===== src/scr_pkg.sv =====
// Purpose: Constants and types for the sensor configuration register bank
// Assumes: APB byte address is four times the register index
// Notes:   Each entry of the table gives index, reset value and writable bits
package scr_pkg;

  localparam int          NREG          = 45;
  localparam int          AW            = 12;
  localparam logic [6:0]  OFS_LANE_LO   = 7'h50;
  localparam logic [6:0]  OFS_LANE_MID  = 7'h51;
  localparam logic [6:0]  OFS_LANE_HI   = 7'h52;
  localparam logic [6:0]  OFS_DARK_LO   = 7'h64;
  localparam logic [6:0]  OFS_DARK_HI   = 7'h65;
  localparam logic [6:0]  OFS_AMP_GAIN  = 7'h66;
  localparam logic [6:0]  OFS_RAMP_GAIN = 7'h67;
  localparam logic [6:0]  OFS_LANE_CNT  = 7'h48;
  localparam logic [6:0]  OFS_IDENTITY  = 7'h7D;
  localparam logic [6:0]  OFS_THERM_LO  = 7'h7E;
  localparam logic [6:0]  OFS_THERM_HI  = 7'h7F;
  localparam logic [14:0] ADC_FIXED_OFS = 15'h0046;
  localparam logic [13:0] DARK_RST      = 14'h3FC3;

  typedef struct packed {
    logic [6:0] ofs;
    logic [7:0] rst;
    logic [7:0] mask;
  } scr_entry_t;

  localparam scr_entry_t REG_TABLE [NREG] = '{
    '{7'h01, 8'h40, 8'hFF}, '{7'h02, 8'h04, 8'hFF}, '{7'h03, 8'h00, 8'hFF}, '{7'h04, 8'h00, 8'hFF},
    '{7'h23, 8'h00, 8'hFF}, '{7'h24, 8'h00, 8'hFF}, '{7'h25, 8'h00, 8'hFF}, '{7'h26, 8'h00, 8'hFF},
    '{7'h27, 8'h01, 8'h01}, '{7'h28, 8'h00, 8'h03}, '{7'h29, 8'h00, 8'hFF}, '{7'h2A, 8'h40, 8'hFF},
    '{7'h2B, 8'h04, 8'hFF}, '{7'h2C, 8'h00, 8'hFF}, '{7'h36, 8'h01, 8'h03}, '{7'h37, 8'h01, 8'hFF},
    '{7'h46, 8'h01, 8'hFF}, '{7'h47, 8'h00, 8'hFF}, '{OFS_LANE_CNT, 8'h00, 8'h03},
    '{7'h49, 8'h0A, 8'hFF}, '{7'h4E, 8'h55, 8'hFF}, '{7'h4F, 8'h00, 8'h0F},
    '{OFS_LANE_LO, 8'hFF, 8'hFF}, '{OFS_LANE_MID, 8'hFF, 8'hFF}, '{OFS_LANE_HI, 8'h03, 8'h07},
    '{7'h53, 8'h08, 8'hFF}, '{7'h54, 8'h08, 8'h0F}, '{7'h55, 8'h08, 8'h0F}, '{7'h58, 8'h60, 8'h7F},
    '{7'h5B, 8'h60, 8'h7F}, '{7'h5E, 8'h60, 8'h7F}, '{7'h5F, 8'h60, 8'h7F}, '{7'h62, 8'h60, 8'h7F},
    '{7'h63, 8'h60, 8'h7F}, '{OFS_DARK_LO, 8'hC3, 8'hFF}, '{OFS_DARK_HI, 8'h3F, 8'h3F},
    '{OFS_AMP_GAIN, 8'h00, 8'h03}, '{OFS_RAMP_GAIN, 8'h20, 8'hFF},
    '{7'h6C, 8'h00, 8'h0F}, '{7'h6D, 8'h01, 8'h0F}, '{7'h6F, 8'h01, 8'h01}, '{7'h70, 8'h00, 8'h03},
    '{7'h73, 8'h00, 8'h01}, '{7'h75, 8'h08, 8'hFF}, '{7'h00, 8'h00, 8'h00}
  };

  typedef struct packed {
    logic [15:0]        data_lane_en;
    logic               clk_lane_en;
    logic               ctrl_lane_en;
    logic               link_clk_in_en;
    logic signed [13:0] dark_offset;
    logic signed [14:0] dark_level;
    logic [1:0]         col_amp_gain;
    logic [4:0]         col_gain_x10;
    logic [7:0]         ramp_slope;
    logic [4:0]         lanes_active;
  } scr_cfg_t;

  typedef struct packed {
    logic [127:0][7:0] bytes;
    logic [31:0]       prdata;
    logic              pslverr;
    scr_cfg_t          cfg;
  } scr_state_t;

endpackage : scr_pkg


===== src/scr_bank.sv =====
// Purpose: Sensor configuration register bank behind an APB slave
// Assumes: mclk at 50 MHz, synchronous active-low reset, zero-wait APB
// Notes:   Byte registers sit in bits 7:0 of aligned words
// Behaviour
// - No register depends on input clock rate
// - Lane enable bits 0-15 switch data lanes
// - Bits 16-18 gate clock, control, link-clock input
// - Dark offset is 14-bit two's complement
// - Dark level equals seventy plus signed offset
// - Dark offset resets to 16323, minus sixty-one
// - Offset low byte at 100, upper six at 101
// - Column gain codes give x1, x1.2, x1.4, x1.6
// - Ramp gain byte sets converter ramp slope
// - Byte 125 returns fixed sensor identity code
// - Lane count codes give 16, 8, 4, 2 lanes
`timescale 1ns/1ps
module scr_bank #(
  parameter logic [7:0] SENSOR_ID = 8'h5A  // Arbitrary value
) (
  input  wire logic                  mclk,
  input  wire logic                  rst_n,
  input  wire logic [scr_pkg::AW-1:0] paddr,
  input  wire logic                  psel,
  input  wire logic                  penable,
  input  wire logic                  pwrite,
  input  wire logic [31:0]           pwdata,
  input  wire logic [3:0]            pstrb,
  output logic                       pready,
  output logic [31:0]                prdata,
  output logic                       pslverr,
  input  wire logic [15:0]           thermal_value,
  output scr_pkg::scr_cfg_t          cfg
);
  import scr_pkg::*;

  function automatic scr_cfg_t derive(input logic [127:0][7:0] b);
    scr_cfg_t c;
    c                = '0;
    c.data_lane_en   = {b[OFS_LANE_MID], b[OFS_LANE_LO]};
    c.clk_lane_en    = b[OFS_LANE_HI][0];
    c.ctrl_lane_en   = b[OFS_LANE_HI][1];
    c.link_clk_in_en = b[OFS_LANE_HI][2];
    c.dark_offset    = {b[OFS_DARK_HI][5:0], b[OFS_DARK_LO]};
    c.dark_level     = $signed(ADC_FIXED_OFS) + $signed({c.dark_offset[13], c.dark_offset});
    c.col_amp_gain   = b[OFS_AMP_GAIN][1:0];
    unique case (c.col_amp_gain)
      2'h0: c.col_gain_x10 = 5'h0A;
      2'h1: c.col_gain_x10 = 5'h0C;
      2'h2: c.col_gain_x10 = 5'h0E;
      2'h3: c.col_gain_x10 = 5'h10;
    endcase
    c.ramp_slope     = b[OFS_RAMP_GAIN];
    unique case (b[OFS_LANE_CNT][1:0])
      2'h0: c.lanes_active = 5'h10;
      2'h1: c.lanes_active = 5'h08;
      2'h2: c.lanes_active = 5'h04;
      2'h3: c.lanes_active = 5'h02;
    endcase
    return c;
  endfunction : derive

  function automatic scr_state_t reset_state();
    scr_state_t s;
    s = '0;
    for (int i = 0; i < NREG; i++)
    begin
      s.bytes[REG_TABLE[i].ofs] = REG_TABLE[i].rst;
    end
    s.cfg = derive(s.bytes);
    return s;
  endfunction : reset_state

  localparam scr_state_t ST_RST = reset_state();

  scr_state_t state_q;
  scr_state_t state_d;
  logic [6:0] idx;
  logic       in_range;
  logic       rw_hit;
  logic       ro_hit;
  logic [7:0] wmask;
  logic [7:0] rbyte;

  assign pready  = 1'b1;
  assign prdata  = state_q.prdata;
  assign pslverr = state_q.pslverr;
  assign cfg     = state_q.cfg;
  assign idx      = paddr[8:2];
  assign in_range = (paddr[AW-1:9] == '0);

  // Address decode against the register table
  always_comb
  begin
    rw_hit = 1'b0;
    wmask  = 8'h00;
    for (int i = 0; i < NREG - 1; i++)
    begin
      if (in_range && idx == REG_TABLE[i].ofs)
      begin
        rw_hit = 1'b1;
        wmask  = REG_TABLE[i].mask;
      end
    end
    ro_hit = in_range && (idx == OFS_IDENTITY || idx == OFS_THERM_LO || idx == OFS_THERM_HI);
    if (idx == OFS_IDENTITY)
      rbyte = SENSOR_ID;
    else if (idx == OFS_THERM_LO)
      rbyte = thermal_value[7:0];
    else if (idx == OFS_THERM_HI)
      rbyte = thermal_value[15:8];
    else
      rbyte = state_q.bytes[idx];
  end

  // Next state: read data latched in setup, write at access
  always_comb
  begin
    state_d = state_q;
    if (psel && !penable)
    begin
      state_d.pslverr = !(rw_hit || ro_hit) || (pwrite && ro_hit);
      state_d.prdata  = (!pwrite && (rw_hit || ro_hit)) ? {24'h0, rbyte} : 32'h0;
    end
    if (psel && penable && pwrite && rw_hit && pstrb[0])
    begin
      state_d.bytes[idx] = pwdata[7:0] & wmask;
    end
    state_d.cfg = derive(state_d.bytes);
  end

  always_ff @(posedge mclk)
  begin
    if (!rst_n)
      state_q <= ST_RST;
    else
      state_q <= state_d;
  end

  logic wr_acc;
  assign wr_acc = psel && penable && pwrite && pstrb[0] && in_range;

  genvar g;
  generate
    for (g = 0; g < NREG - 1; g++)
    begin : g_entry

    end
  endgenerate
endmodule : scr_bank


===== config.mk =====
export PLATFORM = sky130hd
export DESIGN_NAME = scr_bank
export DESIGN_NICKNAME = d
export VERILOG_FILES = /design/src/scr_pkg.sv /design/src/scr_bank.sv
export SDC_FILE = /design/constraint.sdc
export NUM_CORES = 2
export LEC_CHECK = 0
export ABC_CLOCK_PERIOD_IN_PS = 3400
export BUFFER_PORTS_ARGS = -buffer_cell sky130_fd_sc_hd__buf_4
export CAP_MARGIN = 5
export CORE_ASPECT_RATIO = 0.6
export CORE_MARGIN = 3
export CORE_UTILIZATION = 25
export DETAILED_ROUTE_END_ITERATION = 7
export GPL_TIMING_DRIVEN = 0
export REMOVE_ABC_BUFFERS = 1
export SYNTH_ARGS = -nofsm -noshare
export SYNTH_HDL_FRONTEND = slang
export SYNTH_SLANG_ARGS = --single-unit

===== constraint.sdc =====
create_clock -name mclk -period 3.4 [get_ports mclk]
set_clock_uncertainty 0.2 [all_clocks]
set_input_delay 0.17 -clock mclk [delete_from_list [all_inputs] [get_ports mclk]]
set_output_delay 0.17 -clock mclk [all_outputs]
set_load 0.01 [all_outputs]

# Yosys cells after proc, flatten, opt, wreduce, memory -nomap -nowiden
# Index checks and enable logic that the tools add are counted.
# op_classes
reduce_logical	63
muxes	100
n_eq_ne	53
n_mul	0
div	0
bitwise_logic	1
n_shift	0
n_addsub	1
order_cmp	2
# op_table
cell	n
1024-bit bitwise mux	1
832-bit 2-to-1 mux	1
8-bit 2-to-1 mux	50
7-bit == test, second input constant	31
7-bit by 6-bit == test with 1-bit output, second input constant	12
8-bit binary-select mux with 7-bit select	1
8-bit demux with 7-bit select	1
1-bit logical AND	53
1-bit 2-to-1 mux	44
5-bit one-hot mux with 4 select lines	2
8-bit by 14-bit adder with 15-bit output, first input constant	1
7-bit by 2-bit == test with 1-bit output, second input constant	2
8-bit bitwise AND	1
2-bit == test, second input constant	4
7-bit by 8-bit < comparator with 1-bit output, second input constant	1
7-bit by 1-bit == test with 1-bit output, second input constant	1
7-bit by 3-bit == test with 1-bit output, second input constant	1
7-bit by 1-bit greater-or-equal comparator with 1-bit output, second input constant	1
2-bit by 1-bit == test with 1-bit output, second input constant	2
2-bit logical NOT	2
1-bit logical OR	4
1-bit logical NOT	3
3-bit logical NOT	1
# totals
n_memories	0
word_cells	362
latch_bits	0
romBits	0
ram_bits	0
out_inout_bits	102
inputBits	69
regBits	1115

# Longest topological paths before layout
# depth
word_depth	51
ltp_mapped	14
ltp_nobuf	10

# Worst setup path after synthesis
# No wires, ideal clock.
# synth_timing
path_type	in2reg
start	input paddr[11] in the netlist's numbering
end	register state_q, in the netlist cfg[16]
n_path_buf	1
slack_ns	0.014
required_ns	3.073
setup_ns	0.127
path_stages	11
t_arrival_ns	3.059
cell_sequence	or3_1 -> buf_2 -> or4_4 -> nor4_4 -> nor2_2 -> a41oi_2 -> and4_1 -> mux2i_1 -> inv_1 -> ha_1 -> or3_1
# synth_lines
item	line	rtl
start: declaration	scr_bank.sv:22	input wire logic [scr_pkg::AW-1:0] paddr,
end signal: assignment	scr_bank.sv:136	state_q <= state_d;
end: declaration	scr_bank.sv:75	scr_state_t state_q;

# Worst setup path after layout
# layout_timing
start	input paddr[3] in the netlist's numbering
end	register state_q, in the netlist cfg[33]
# layout_between
elab_chain_len	50
word_cells_on_any_way	187
cone_classes	add/sub (1); order compare (2); eq/ne (44); mux (92); bitwise (1); reduce/logical (47)
# layout_rtl
item	line	rtl
7-bit by 1-bit == test with 1-bit output	scr_bank.sv:98	if (in_range && idx == REG_TABLE[i].ofs)
1-bit logical AND	scr_bank.sv:98	
8-bit 2-to-1 mux / 1-bit 2-to-1 mux (equally long branches) (44 in a row)	scr_bank.sv:98	
8-bit bitwise AND / 1-bit logical AND (equally long branches)	scr_bank.sv:126, scr_bank.sv:124	
1024-bit bitwise mux / 1-bit logical AND (equally long branches)	scr_bank.sv:126, scr_bank.sv:124	
832-bit 2-to-1 mux (*)	scr_bank.sv:124	if (psel && penable && pwrite && rw_hit && pstrb[0])
8-bit by 14-bit adder with 15-bit output (*)	scr_bank.sv:44	c.dark_level = $signed(ADC_FIXED_OFS) + $signed({c.dark_offset[13], c.dark_offset});
# Every way passes the cells marked *; elsewhere a longest branch is shown, timed or not. The select of a mux whose other input is x is not followed.
# A chain may end at the register's enable or synchronous reset.

==> impl_metrics.csv <==
group,metric,value,unit
grt,antenna_found_initial,10,
detailed_routing,ant_nets,0,
floorplanning,rows,114,
layout,layout.area.seq,0.0211,mm^2
setup_path,crit_buf_inv,4,
yosys,syn_area,0.0409,mm^2
yosys,ys.flop_type,"dfxtp_1",
min_path,hp-class,"in2reg",
setup_path,rrSetupSlack,0.16,ns
setup_path,crit_chain,"buf_16 > buf_16 > clkinvlp_4 > a2bb2oi_2 > o311ai_4 > or3_4 > o311a_4 > buf_12 > mux2i_2 > ha_2 > o21ai_4 > nand4b_1 > mux2i_2",
yosys,async_reset_ff_frac,0,
clock_tree,clock_latency,0.68,ns
power,cellLeakagePower,18.7,nW
layout,fin_area,0.0475,mm^2
detailed_routing,drc,0,
setup_path,crit_cells,13,
floorplanning,die-area,0.168,mm^2
sta,finalMaxSlewViolations,0,
sta,tns,-0.104,ns
detailed_routing,vias,26434,
power,power_density,497,mW/mm^2
floorplanning,pin_count,171,
grt,grt-ovfl-total,0,
layout,drive_above_1_share,0.202,
yosys,synth_warnings,0,
sta,clock.fmax,285,MHz
sta,post-route-period-util,1.03,
placement,place_area,0.0434,mm^2
yosys,synth_seq_area_share,0.515,
setup_path,r2r_start,"state_q[906]",
setup_path,worst_ep_arrival_time,3.88,ns
yosys,synth_commonest_cells,"dfxtp_1, and2_1, mux4_2",
setup_path,max_stage_delay,0.49,ns
yosys,synth_top_cell_by_area,"dfxtp_1",
sta,period_needed,3.50,ns
setup_path,cp-end-kind,"flip-flop",
placement,dpl.hpwl,72.0,mm
setup_path,r2r-end,"prdata[5]",
clock_tree,cts_root_buffer,"clkbuf_16",
sta,max_slew_margin,0.131,
detailed_routing,routed_wl,117,mm
clock_tree,htreeDepth,3,
run_status,violations,"negative setup slack",
sta,fin_ws,-0.104,ns
clock_tree,cts_tree,"yes",
detailed_routing,first_pass_iters,5,
layout,multi_input_comb_area,0.0184,mm^2
setup_path,endpoint,"cfg[33]",
setup_path,critical_path.top_delay_family,"buffers and inverters",
grt,grt_max_degree,175,
layout,area_delta_synth_final,16.2,%
yosys,synth_area_leaders,"dfxtp_1, mux4_2, and2_1",
clock_tree,path_clk_slew,0.07,ns
detailed_routing,vias_per_cell,4.64,
yosys,postSynthAreaPerCell,11.6,um^2
layout,fin_nets,3555,
yosys,yosysUniqueCellTypes,77,
floorplanning,coreArea,0.162,mm^2
grt,grt_pass1_vias,25620,
sta,max_slew.worst_pin.slew,1.29,ns
sta,setup-violations-final,1,
placement,io_buffers,114,
yosys,yosysMostFrequentCell,"dfxtp_1",
grt,grt_pass1_wl,173,mm
grt,grt_usage,0.134,
placement,dp_cells,5472,
floorplanning,die_h,319,um
layout,stdcell_count,5696,
power,ir_drop,0.407,mV
clock_tree,numCtsBuffers,85,
setup_path,path_class,"in2reg",
setup_path,crit_fanout,42,
clock_tree,ctsLongestPathBuffers,3,
detailed_routing,first_iter_violations,2779,
detailed_routing,routedWlPerCell,20.5,um
sta,final_hold_viol_count,0,
yosys,synth_top_cell_area_share,0.515,
setup_path,worstPathRequired,3.77,ns
setup_path,startpoint_type,"input pin",
layout,nFillCells,16350,
yosys,synth_cells,3528,
yosys,ys_ff_latch,1052,
clock_tree,clock-sinks,1052,
setup_path,slowest_stage,"or3_4",
sta,hold_ws,0.0380,ns
sta,rsz0062_at_grt,"true",
yosys,synth_edf_count,0,
job,drv_cap,0,
setup_path,reg2reg_depth,7,
floorplanning,die_w,528,um
placement,place.gp.congestion,0.815,
floorplanning,start_util,0.253,
run_status,status,"finished, violations left",
setup_path,startpoint,"paddr[3]",
## power by group
group	switching (W)	internal, W	total [W]	leakage, nW
Combinational	0.000744	0.000412	0.00116	8.83
Sequential	0.000000783	0.0123	0.0123	8.47
Clock	0.00473	0.00542	0.0101	1.39
Total	0.00547	0.0181	0.0236	18.7
## cell families after synthesis
family	synth area share
muxes	0.216
and+or+nand+nor	0.183
DFF	0.515
buffers and inverters	0.0472
AOI/OAI and AO/OA	0.0363
xor gates and xnor gates	0.00107
other	0.000184
adders and majority gates	0.00122
## layout by cell type (no fill, tap or decap), types with 22 or more instances in the layout
cell type | synthesis | layout
a21oi_1 | 102 | 102
and2_1 | 704 | 704
and3_1 | 63 | 62
buf_16 | 0 | 22
buf_4 | 106 | 129
clkbuf_16 | 0 | 91
conb_1 | 2 | 27
dfxtp_1 | 1052 | 1052
dlygate4sd3_1 | 0 | 35
mux2i_1 | 165 | 160
mux4_2 | 317 | 317
nand2_1 | 181 | 179
nand3_1 | 67 | 65
nor2_1 | 246 | 242
o211ai_1 | 30 | 30
## cell type report
type                    count  area share
clock inverters            31     0.00567
multi-input cells        2116       0.387
inverters                  13     0.00132
clock buffers             122      0.0531
diodes                      2    0.000105
repair buffers            214      0.0531
flip-flops and latches   1052       0.444
well taps                2146      0.0566
## registers in the layout, summed over array words and instances, names as in the netlist
name	flops
state_q	1011
prdata	8
cfg	32
pslverr	1
## per-stage QoR
step,power (W),util,setup slack (ns)
final,0.0236,0.293,-0.104
after global routing,0.0243,0.293,-0.0804
after CTS,0.0237,0.291,-0.128
after detailed placement,0.0136,0.269,-2.50
after global placement,0.0135,0.263,-12.55
after floorplan,0.0130,-,-1.66
## worst reg2reg max path, stage by stage, from the launching register on
cell and delay [ns]:
dfxtp_1 0.46, mux4_2 0.52, mux4_2 0.57, mux4_2 0.59, mux2i_1 0.38, nor2_1 0.11
a22oi_1 0.19, a21oi_1 0.08
## worst min path at each step
stage,cells past startpoint,to,from
finish,7,state_q[133],paddr[9]
global route,7,state_q[133],paddr[9]
CTS,5,state_q[138],paddr[9]
detailed placement,2,state_q[868],state_q[868]
global placement,2,state_q[868],state_q[868]
floorplan,1,cfg[10],rst_n
## routing by layer
metal	GRT usage	wire, um	vias up
li1	-	-	12006
met1	0.205	56400	13255
met2	0.180	46400	984
met3	0.0414	11600	183
met4	0.0340	2490	6
met5	0	217	-
## timing repair
action	in CTS	in global routing
gates resized for setup	47	31
buffers inserted	14	9
hold buffers	29	6
pin swaps	10	5
hold endpoints to repair	243	7
cloned	8	4
setup endpoints to repair	377	255
Note: power is estimated with default switching activity, not from simulation.
